### src/core/arp_regs.svh
// Purpose: Register indices, field positions and reset values of the auto-reload PWM timer
// Assumes: Byte address of a register is four times its index
// Notes:   Definitions only
`ifndef ARP_REGS_SVH
`define ARP_REGS_SVH

// ----------------------------------------------------------------
// Register indices
// ----------------------------------------------------------------
`define ARP_IDX_DUTY3 8'h73
`define ARP_IDX_DUTY2 8'h74
`define ARP_IDX_DUTY1 8'h75
`define ARP_IDX_DUTY0 8'h76
`define ARP_IDX_PWM_ENABLE_POLARITY 8'h77
`define ARP_IDX_CSR 8'h78
`define ARP_IDX_CAR 8'h79
`define ARP_IDX_ARR 8'h7a
`define ARP_IDX_ICCSR 8'h7b
`define ARP_IDX_ICR1 8'h7c
`define ARP_IDX_ICR2 8'h7d
`define ARP_IDX_IRQ_STATUS 8'h7e
`define ARP_IDX_IRQ_CLEAR 8'h7f
`define ARP_IDX_IRQ_ENABLE 8'h80

// ----------------------------------------------------------------
// Field positions
// ----------------------------------------------------------------
`define ARP_PWM_ENABLE_POLARITY_OE_LSB 4
`define ARP_CSR_EXCL 7
`define ARP_CSR_CC_LSB 4
`define ARP_CSR_TCE 3
`define ARP_CSR_FCRL 2
`define ARP_CSR_OIE 1
`define ARP_CSR_OVF 0
`define ARP_ICCSR_CS_LSB 4
`define ARP_ICCSR_CIE_LSB 2
`define ARP_ICCSR_CF_LSB 0
`define ARP_IRQ_OVF 0
`define ARP_IRQ_CAP1 1
`define ARP_IRQ_CAP2 2

// ----------------------------------------------------------------
// Reset values and constants
// ----------------------------------------------------------------
`define ARP_RST_BYTE 8'h00
`define ARP_RST_IRQ 3'h0
`define ARP_CNT_MAX 8'hff
`define ARP_RESP_OKAY 2'h0
`define ARP_RESP_SLVERR 2'h2

`endif

### src/core/arp_pkg.sv
// Purpose: Shared types of the auto-reload PWM timer
// Assumes: Constants live in arp_regs.svh
// Notes:   Types only
package arp_pkg;

    // ----------------------------------------------------------------
    // Pin groups and capture result
    // ----------------------------------------------------------------
    typedef struct packed {
        logic [3:0] level;
        logic [3:0] oe;
    } arp_pwm_pins_t;

    typedef struct packed {
        logic evt;
        logic [7:0] value;
    } arp_cap_t;

endpackage : arp_pkg

### src/core/arp_capture.sv
// Purpose: One input capture channel: pin synchroniser, edge select, count latch
// Assumes: Pin is asynchronous to aclk
// Notes:   Event and value appear together, three cycles after the pin edge
`timescale 1ns/1ps
module arp_capture (
    input wire logic aclk, // System clock
    input wire logic aresetn, // Synchronous reset, active low
    input wire logic cap_pin, // Capture pin, asynchronous
    input wire logic rising_sel, // 1 rising edge, 0 falling edge
    input wire logic [7:0] count, // Live counter value
    output arp_pkg::arp_cap_t result // Event pulse and held value
);
    import arp_pkg::*;

    logic sync1;
    logic sync2;
    logic sync3;
    wire edge_seen = rising_sel ? (sync2 & ~sync3) : (~sync2 & sync3);

    always_ff @(posedge aclk) begin
        if (!aresetn) begin
            sync1 <= 1'b0;
            sync2 <= 1'b0;
            sync3 <= 1'b0;
            result <= '0;
        end else begin
            sync1 <= cap_pin;
            sync2 <= sync1;
            sync3 <= sync2;
            result.evt <= edge_seen;
            if (edge_seen) begin
                result.value <= count;
            end
        end
    end

endmodule : arp_capture

### src/core/arp_timer.sv
// Purpose: 8-bit auto-reload timer with four PWM outputs and two input captures, AXI4-Lite slave
// Assumes: All pins asynchronous to aclk; one write and one read under way at a time
// Notes:   Summary of operation below
// Summary of operation
// - Bits 7:4 of PWM control enable each channel's output pin.
// - Changing a polarity bit inverts that output at once, not at overflow.
// - Each channel has an 8-bit read/write duty value feeding its compare.
// - All channels share the first edge, set by the reload value.
// - Capture control bits 5:4 pick falling (0) or rising (1) edge.
// - Capture sets flag bits 1:0; reading that capture value clears it.
// - Capture control bits 7:6 always read zero.
// - Capture value registers are read-only, holding the latched counter.
// - At overflow the counter reloads and outputs switch per polarity.
// - Overflow flag sets on max to reload; cleared by reading control/status.
//
// Register access over AXI4-Lite was left to the implementer.
`timescale 1ns/1ps
`include "arp_regs.svh"
module arp_timer (
    input wire logic aclk, // System clock, 125 MHz
    input wire logic aresetn, // Synchronous reset, active low
    input wire logic [11:0] s_axi_awaddr, // Write address
    input wire logic s_axi_awvalid, // Write address valid
    output logic s_axi_awready, // Write address ready
    input wire logic [31:0] s_axi_wdata, // Write data
    input wire logic [3:0] s_axi_wstrb, // Write byte strobes
    input wire logic s_axi_wvalid, // Write data valid
    output logic s_axi_wready, // Write data ready
    output logic [1:0] s_axi_bresp, // Write response
    output logic s_axi_bvalid, // Write response valid
    input wire logic s_axi_bready, // Write response ready
    input wire logic [11:0] s_axi_araddr, // Read address
    input wire logic s_axi_arvalid, // Read address valid
    output logic s_axi_arready, // Read address ready
    output logic [31:0] s_axi_rdata, // Read data
    output logic [1:0] s_axi_rresp, // Read response
    output logic s_axi_rvalid, // Read data valid
    input wire logic s_axi_rready, // Read data ready
    input wire logic ext_clk_pin, // External counter clock pin
    input wire logic [1:0] cap_pins, // Capture pins, bit 0 channel 1
    output arp_pkg::arp_pwm_pins_t pwm_pins, // PWM levels and output enables
    output logic irq // Level interrupt
);
    import arp_pkg::*;

    // ----------------------------------------------------------------
    // Decode helper
    // ----------------------------------------------------------------
    function automatic logic hit(input logic [11:0] addr, input logic [7:0] idx);
        hit = (addr[1:0] == 2'h0) && (addr[9:2] == idx) && (addr[11:10] == 2'h0);
    endfunction : hit

    // ----------------------------------------------------------------
    // State
    // ----------------------------------------------------------------
    logic [3:0][7:0] duty;
    logic [3:0][7:0] compare;
    logic [7:0] pwm_enable_polarity;
    logic excl;
    logic [2:0] cc;
    logic tce;
    logic oie;
    logic ovf;
    logic [7:0] cnt;
    logic [7:0] reload;
    logic [6:0] presc;
    logic [1:0] cs;
    logic [1:0] cie;
    logic [1:0] cf;
    logic [2:0] irq_status;
    logic [2:0] irq_enable;
    logic ext_s1;
    logic ext_s2;
    logic ext_s3;
    arp_cap_t cap [2];

    logic aw_got;
    logic w_got;
    logic [11:0] awaddr_q;
    logic [31:0] wdata_q;
    logic [3:0] wstrb_q;

    // ----------------------------------------------------------------
    // AXI4-Lite write channel
    // ----------------------------------------------------------------
    assign s_axi_awready = ~aw_got & ~s_axi_bvalid;
    assign s_axi_wready = ~w_got & ~s_axi_bvalid;
    wire wr_go = aw_got & w_got;
    wire wr_en = wr_go & wstrb_q[0];
    wire [7:0] wbyte = wdata_q[7:0];
    wire wr_duty3 = wr_en & hit(awaddr_q, `ARP_IDX_DUTY3);
    wire wr_duty2 = wr_en & hit(awaddr_q, `ARP_IDX_DUTY2);
    wire wr_duty1 = wr_en & hit(awaddr_q, `ARP_IDX_DUTY1);
    wire wr_duty0 = wr_en & hit(awaddr_q, `ARP_IDX_DUTY0);
    wire wr_pwm_enable_polarity = wr_en & hit(awaddr_q, `ARP_IDX_PWM_ENABLE_POLARITY);
    wire wr_csr = wr_en & hit(awaddr_q, `ARP_IDX_CSR);
    wire wr_car = wr_en & hit(awaddr_q, `ARP_IDX_CAR);
    wire wr_arr = wr_en & hit(awaddr_q, `ARP_IDX_ARR);
    wire wr_iccsr = wr_en & hit(awaddr_q, `ARP_IDX_ICCSR);
    wire wr_iclr = wr_en & hit(awaddr_q, `ARP_IDX_IRQ_CLEAR);
    wire wr_ien = wr_en & hit(awaddr_q, `ARP_IDX_IRQ_ENABLE);
    wire wr_mapped = hit(awaddr_q, `ARP_IDX_DUTY3) | hit(awaddr_q, `ARP_IDX_DUTY2) |
        hit(awaddr_q, `ARP_IDX_DUTY1) | hit(awaddr_q, `ARP_IDX_DUTY0) |
        hit(awaddr_q, `ARP_IDX_PWM_ENABLE_POLARITY) | hit(awaddr_q, `ARP_IDX_CSR) |
        hit(awaddr_q, `ARP_IDX_CAR) | hit(awaddr_q, `ARP_IDX_ARR) |
        hit(awaddr_q, `ARP_IDX_ICCSR) | hit(awaddr_q, `ARP_IDX_IRQ_CLEAR) |
        hit(awaddr_q, `ARP_IDX_IRQ_ENABLE) | hit(awaddr_q, `ARP_IDX_ICR1) |
        hit(awaddr_q, `ARP_IDX_ICR2) | hit(awaddr_q, `ARP_IDX_IRQ_STATUS);
    // Force-reload bit is a strobe and never stored
    wire force_reload = wr_csr & wbyte[`ARP_CSR_FCRL];

    always_ff @(posedge aclk) begin
        if (!aresetn) begin
            aw_got <= 1'b0;
            w_got <= 1'b0;
            awaddr_q <= 12'h000;
            wdata_q <= 32'h00000000;
            wstrb_q <= 4'h0;
            s_axi_bvalid <= 1'b0;
            s_axi_bresp <= `ARP_RESP_OKAY;
        end else begin
            if (s_axi_awvalid && s_axi_awready) begin
                aw_got <= 1'b1;
                awaddr_q <= s_axi_awaddr;
            end
            if (s_axi_wvalid && s_axi_wready) begin
                w_got <= 1'b1;
                wdata_q <= s_axi_wdata;
                wstrb_q <= s_axi_wstrb;
            end
            if (wr_go) begin
                aw_got <= 1'b0;
                w_got <= 1'b0;
                s_axi_bvalid <= 1'b1;
                s_axi_bresp <= wr_mapped ? `ARP_RESP_OKAY : `ARP_RESP_SLVERR;
            end else if (s_axi_bready) begin
                s_axi_bvalid <= 1'b0;
            end
        end
    end

    // ----------------------------------------------------------------
    // AXI4-Lite read channel
    // ----------------------------------------------------------------
    assign s_axi_arready = ~s_axi_rvalid;
    wire rd_go = s_axi_arvalid & s_axi_arready;
    wire rd_csr = rd_go & hit(s_axi_araddr, `ARP_IDX_CSR);
    wire rd_icr1 = rd_go & hit(s_axi_araddr, `ARP_IDX_ICR1);
    wire rd_icr2 = rd_go & hit(s_axi_araddr, `ARP_IDX_ICR2);
    wire [7:0] csr_view = {excl, cc, tce, 1'b0, oie, ovf};
    wire [7:0] iccsr_view = {2'b00, cs, cie, cf};
    wire [7:0] idx_r = s_axi_araddr[9:2];
    wire rd_aligned = (s_axi_araddr[1:0] == 2'h0) && (s_axi_araddr[11:10] == 2'h0);
    wire rd_mapped = rd_aligned && (idx_r >= `ARP_IDX_DUTY3) && (idx_r <= `ARP_IDX_IRQ_ENABLE);
    // Clear register reads as zero, it holds nothing
    wire [7:0] rd_byte =
        (idx_r == `ARP_IDX_DUTY3) ? duty[3] :
        (idx_r == `ARP_IDX_DUTY2) ? duty[2] :
        (idx_r == `ARP_IDX_DUTY1) ? duty[1] :
        (idx_r == `ARP_IDX_DUTY0) ? duty[0] :
        (idx_r == `ARP_IDX_PWM_ENABLE_POLARITY) ? pwm_enable_polarity :
        (idx_r == `ARP_IDX_CSR) ? csr_view :
        (idx_r == `ARP_IDX_CAR) ? cnt :
        (idx_r == `ARP_IDX_ARR) ? reload :
        (idx_r == `ARP_IDX_ICCSR) ? iccsr_view :
        (idx_r == `ARP_IDX_ICR1) ? cap[0].value :
        (idx_r == `ARP_IDX_ICR2) ? cap[1].value :
        (idx_r == `ARP_IDX_IRQ_STATUS) ? {5'h00, irq_status} :
        (idx_r == `ARP_IDX_IRQ_ENABLE) ? {5'h00, irq_enable} : `ARP_RST_BYTE;

    always_ff @(posedge aclk) begin
        if (!aresetn) begin
            s_axi_rvalid <= 1'b0;
            s_axi_rdata <= 32'h00000000;
            s_axi_rresp <= `ARP_RESP_OKAY;
        end else if (rd_go) begin
            s_axi_rvalid <= 1'b1;
            s_axi_rdata <= {24'h000000, rd_mapped ? rd_byte : `ARP_RST_BYTE};
            s_axi_rresp <= rd_mapped ? `ARP_RESP_OKAY : `ARP_RESP_SLVERR;
        end else if (s_axi_rready) begin
            s_axi_rvalid <= 1'b0;
        end
    end

    // ----------------------------------------------------------------
    // Prescaler and counter
    // ----------------------------------------------------------------
    wire ext_rise = ext_s2 & ~ext_s3;
    wire in_tick = tce & (excl ? ext_rise : 1'b1);
    wire [6:0] presc_mask = 7'((8'h01 << cc) - 8'h01);
    wire cnt_tick = in_tick & ((presc & presc_mask) == presc_mask);
    wire ovf_evt = cnt_tick & (cnt == `ARP_CNT_MAX) & ~force_reload & ~wr_car;
    wire [7:0] next_cnt = (force_reload | ovf_evt) ? reload :
        wr_car ? wbyte : cnt_tick ? 8'(cnt + 8'h01) : cnt;

    always_ff @(posedge aclk) begin
        if (!aresetn) begin
            ext_s1 <= 1'b0;
            ext_s2 <= 1'b0;
            ext_s3 <= 1'b0;
            presc <= 7'h00;
            cnt <= `ARP_RST_BYTE;
        end else begin
            ext_s1 <= ext_clk_pin;
            ext_s2 <= ext_s1;
            ext_s3 <= ext_s2;
            presc <= force_reload ? 7'h00 : (in_tick ? 7'(presc + 7'h01) : presc);
            cnt <= next_cnt;
        end
    end

    // ----------------------------------------------------------------
    // Software registers and flags
    // ----------------------------------------------------------------
    wire [2:0] irq_set = {cap[1].evt, cap[0].evt, ovf_evt};

    always_ff @(posedge aclk) begin
        if (!aresetn) begin
            duty <= '0;
            pwm_enable_polarity <= `ARP_RST_BYTE;
            {excl, cc, tce, oie} <= 6'h00;
            ovf <= 1'b0;
            reload <= `ARP_RST_BYTE;
            {cs, cie} <= 4'h0;
            cf <= 2'b00;
            irq_status <= `ARP_RST_IRQ;
            irq_enable <= `ARP_RST_IRQ;
        end else begin
            if (wr_duty3) duty[3] <= wbyte;
            if (wr_duty2) duty[2] <= wbyte;
            if (wr_duty1) duty[1] <= wbyte;
            if (wr_duty0) duty[0] <= wbyte;
            if (wr_pwm_enable_polarity) pwm_enable_polarity <= wbyte;
            if (wr_csr) begin
                {excl, cc, tce} <= wbyte[7:3];
                oie <= wbyte[`ARP_CSR_OIE];
            end
            if (wr_arr) reload <= wbyte;
            if (wr_iccsr) begin
                cs <= wbyte[5:4];
                cie <= wbyte[3:2];
            end
            // A new event in the clearing cycle wins
            ovf <= ovf_evt | (ovf & ~rd_csr);
            cf[0] <= cap[0].evt | (cf[0] & ~rd_icr1);
            cf[1] <= cap[1].evt | (cf[1] & ~rd_icr2);
            irq_status <= irq_set | (irq_status & ~(wr_iclr ? wbyte[2:0] : 3'h0));
            if (wr_ien) irq_enable <= wbyte[2:0];
        end
    end

    assign irq = (|(irq_status & irq_enable)) | (|(cf & cie)) | (ovf & oie);

    // ----------------------------------------------------------------
    // Capture channels
    // ----------------------------------------------------------------
    for (genvar c = 0; c < 2; c++) begin : g_cap
        arp_capture u_cap (
            .aclk(aclk),
            .aresetn(aresetn),
            .cap_pin(cap_pins[c]),
            .rising_sel(cs[c]),
            .count(cnt),
            .result(cap[c])
        );
    end

    // ----------------------------------------------------------------
    // PWM channels
    // ----------------------------------------------------------------
    // Compare takes the duty value only at reload so a period is never torn
    wire [3:0] pwm_raw;
    wire [3:0] pwm_oe = pwm_enable_polarity[`ARP_PWM_ENABLE_POLARITY_OE_LSB +: 4];
    for (genvar p = 0; p < 4; p++) begin : g_pwm
        assign pwm_raw[p] = (cnt <= compare[p]) ^ pwm_enable_polarity[p];
    end

    always_ff @(posedge aclk) begin
        if (!aresetn) begin
            compare <= '0;
            pwm_pins <= '0;
        end else begin
            if (ovf_evt | force_reload) compare <= duty;
            pwm_pins.level <= pwm_oe & pwm_raw;
            pwm_pins.oe <= pwm_oe;
        end
    end
endmodule : arp_timer

### config.mk
export PLATFORM = sky130hd
export DESIGN_NAME = arp_timer
export DESIGN_NICKNAME = d
export VERILOG_FILES = /design/src/core/arp_pkg.sv /design/src/core/arp_capture.sv /design/src/core/arp_timer.sv
export VERILOG_INCLUDE_DIRS = /design/src /design/src/core
export SDC_FILE = /design/constraint.sdc
export NUM_CORES = 1
export LEC_CHECK = 0
export BUFFER_PORTS_ARGS = -buffer_cell sky130_fd_sc_hd__buf_4
export CAP_MARGIN = 20
export CORE_MARGIN = 2
export CORE_UTILIZATION = 53
export DETAILED_ROUTE_END_ITERATION = 8
export GPL_TIMING_DRIVEN = 1
export PLACE_DENSITY = 0.78
export SYNTH_ARGS = -nofsm -noshare
export SYNTH_HDL_FRONTEND = slang
export SYNTH_SLANG_ARGS = --single-unit
### constraint.sdc
create_clock -name aclk -period 3.4 [get_ports aclk]
set_clock_uncertainty 0.15 [all_clocks]
set_input_delay 0.85 -clock aclk [delete_from_list [all_inputs] [get_ports aclk]]
set_output_delay 0.85 -clock aclk [all_outputs]
set_load 0.01 [all_outputs]
==> results_dict.tcl <==
set metrics [dict create \
    critical_path_class "reg2reg" \
    status "finished, final reports clean" \
    hold_buffers 0 \
    drv_cap 0 \
    clock_path_buffers 2 \
    grt_max_degree 54 \
    ioPinCount 120 \
    worst_slew_pin_slew_ps 1086 \
    dieArea_um2 19060 \
    die_h_um 138.1 \
    fmax_mhz 362.0 \
    synth_top_flop_cell "dfxtp_1" \
    wl_met1_mm 10.88 \
    path_max_fanout 39 \
    setup_ws_ps 637.3 \
    start_util 0.5357 \
    synth_top_area_frac 0.3867 \
    instances_no_fill 1400 \
    viasPerCell 5.871 \
    dp_hpwl_mm 18.03 \
    cts_made_buffers 17 \
    p_leak_uw 0.004228 \
    grt_pass1_vias 7652 \
    cts_tree "yes" \
    drtIter0Drc 786 \
    wl_met2_mm 11.58 \
    place_congestion 0.9654 \
    syn_area_um2 9525 \
    setup_viol 0 \
    root_buffer "clkbuf_16" \
    dr_wl_met3_mm 2.060 \
    synth.top_cells.by_area "dfxtp_1 39%, mux2i_1 7.7%, nor2b_1 5.2%, nand2_1 4.9%, ha_1 4.5%" \
    cp.buffers_inverters 1 \
    crit_path_end_kind "register" \
    port_buffers 66 \
    cpPeakStageDelay_ps 580 \
    area_growth_pct 12.28 \
    overflow 0 \
    worstHoldStart "g_cap[0].u_cap.sync1$_SDFF_PN0_" \
    hold_path.class "reg2reg" \
    row_count 49 \
    wirelength_mm 25.76 \
    syn_inst 1114 \
    ys_seq_elements 184 \
    drc 0 \
    ir_drop_mv 0.4033 \
    postRouteAntennaNets 0 \
    ys_async_sr_fraction 0 \
    synth_most_common_cell "dfxtp_1" \
    r2r_slack_ps 640 \
    finalPower_uw 4370 \
    dp.cells 1368 \
    finalHoldViolations 0 \
    core_um2 17780 \
    drv_slew 0 \
    period_share 0.8126 \
    nets 1262 \
    antenna_cells 0 \
    clkSinkCount 184 \
    pwr_density_cell_nw_per_um2 408.6 \
    synth_edf_count 0 \
    crit_arrival_ps 2980 \
    antenna_found_initial 0 \
    clk_pin_slew_ps 70 \
    final_layout_size_suffix_gt1_frac 0.1221 \
    cp_cell_sequence "or4_4, or4_1, o2111ai_2, or3_1, buf_4, a32oi_1, a21oi_1" \
    grt_pass1_wl_mm 41.27 \
    hold_path_end "g_cap[0].u_cap.sync2$_SDFF_PN0_" \
    slew-limit-headroom 0.2710 \
    whs_ps 287.0 \
    fill_cells 1558 \
    reg2reg_to "cnt[6]$_SDFFE_PN0P_" \
    synth_area_per_cell_um2 8.551 \
    grt_usage 0.2702 \
    route.vias.total 8220 \
    dr.max_layer_used "met4" \
    cp_slowest_cell "or4_4" \
    whs_path_depth 1 \
    post-place-ws_ps 392.5 \
    yosysSeqAreaShare 0.3867 \
    fin_crit_ps 2763 \
    ys_types 71 \
    htreeDepth 4 \
    cts_setup_buffers 0 \
    ctsResizeCount 0 \
    firstDrtPassIters 6 \
    rsz0062_at_grt "no" \
    yosys_warnings 0 \
    cp_top_family "simple AND/OR/NAND/NOR gates" \
    netlist_top_cells_count "184 x dfxtp_1, 125 x nand2_1, 83 x nand3_1, 79 x nor2b_1, 73 x mux2i_1" \
    reg2regPathDepth 7 \
    fin_tns_setup_ps 0 \
    post_drt_wl_per_cell_um 18.40 \
    synth_top_area_cell "dfxtp_1" \
    required_ps 3620 \
    start_kind "register" \
    die_width_um 138.1 \
    insertion_delay_ps 440 \
    timing.rr.start "awaddr_q[10]$_SDFFE_PN0P_" \
]
## power by group
group / leakage, µW / internal, µW / switching [µW]
clock network: 0.000257 / 982 / 877
registers: 0.00149 / 2180 / 46.9
logic: 0.00248 / 121 / 161
## worst max path at each step
stage	start	to	slack [ps]	cells past startpoint
after floorplan	s_axi_araddr[6]	s_axi_rdata[0]$_SDFFE_PN0P_	670	6
final	awaddr_q[10]$_SDFFE_PN0P_	cnt[6]$_SDFFE_PN0P_	640	7
after global placement	s_axi_araddr[6]	s_axi_rdata[7]$_SDFFE_PN0P_	460	8
after CTS	awaddr_q[10]$_SDFFE_PN0P_	compare[2]$_SDFFE_PN0P_	640	7
after detailed placement	s_axi_araddr[6]	s_axi_rdata[7]$_SDFFE_PN0P_	390	8
after global routing	awaddr_q[10]$_SDFFE_PN0P_	cnt[6]$_SDFFE_PN0P_	470	7
## cells in the final DEF, fill, tap and decap left out, types with 31 or more instances in the layout
| cell type | synthesis | final |
|---|---|---|
| ha_1 | 34 | 34 |
| a21oi_1 | 42 | 42 |
| nor2b_1 | 79 | 79 |
| nand3_1 | 83 | 83 |
| a21boi_1 | 31 | 31 |
| buf_4 | 27 | 93 |
| inv_1 | 37 | 37 |
| dfxtp_1 | 184 | 184 |
| nor2_1 | 43 | 43 |
| mux2i_1 | 73 | 73 |
| o21ai_0 | 56 | 56 |
| a21boi_0 | 53 | 53 |
| nand2_1 | 125 | 125 |
## worst register-to-register path: cells and delay by family, from the launching register on
| family | cells | cell delay (ps) |
|---|---|---|
| flip-flops | 1 | 330 |
| AND/OR/NAND/NOR | 3 | 1230 |
| AO/OA/AOI/OAI | 3 | 610 |
| buffers and inverters | 1 | 380 |
## sequential cells by signal (all words and copies together) (netlist names), 3 cells and up
name	count
wdata_q	8
duty	32
cnt	8
irq_enable	3
presc	7
pwm_enable_polarity	8
g_cap.u_cap.result	18
awaddr_q	12
irq_status	3
s_axi_rdata	8
cc	3
pwm_pins	8
reload	8
compare	32
## cells by family (layout without fill, tap and decap cells)
group | Yosys count | count (layout) | synth area share
flip-flops | 184 | 184 | 0.3867
AND/OR/NAND/NOR | 408 | 408 | 0.2198
other | 1 | 26 | 0.0003937
buffers and inverters | 130 | 162 | 0.06331
multiplexers | 83 | 83 | 0.08972
adder cells (fa/ha/maj) | 34 | 34 | 0.04466
AO/OA/AOI/OAI | 261 | 261 | 0.1835
XOR/XNOR | 13 | 13 | 0.01195
## metrics by stage
| stage | utilization | area [µm²] |
|---|---|---|
| after floorplan | - | 9619 |
| after global placement | 0.5706 | 10140 |
| after detailed placement | 0.5706 | 10140 |
| after CTS | 0.6015 | 10700 |
| after global routing | 0.6015 | 10700 |
| final | 0.6015 | 10700 |
## routing by layer
metal | GRT usage | vias to the layer above
met1 | 0.3541 | 3822
met2 | 0.4252 | 359
li1 | - | 3959
met4 | 0.1305 | 0
met5 | 0 | -
met3 | 0.05923 | 80
## cell type report
class	instances	area (µm²)	share of cell area
inverter	37	138.9	0.01299
clock inverter	12	93.84	0.008774
multi-input combinational	825	5338	0.4991
tap	229	286.5	0.02679
sequential	184	3684	0.3444
clock buffer	20	456.7	0.04270
timing repair buffer	93	698.2	0.06528
Note: power is estimated with default switching activity, not from simulation.
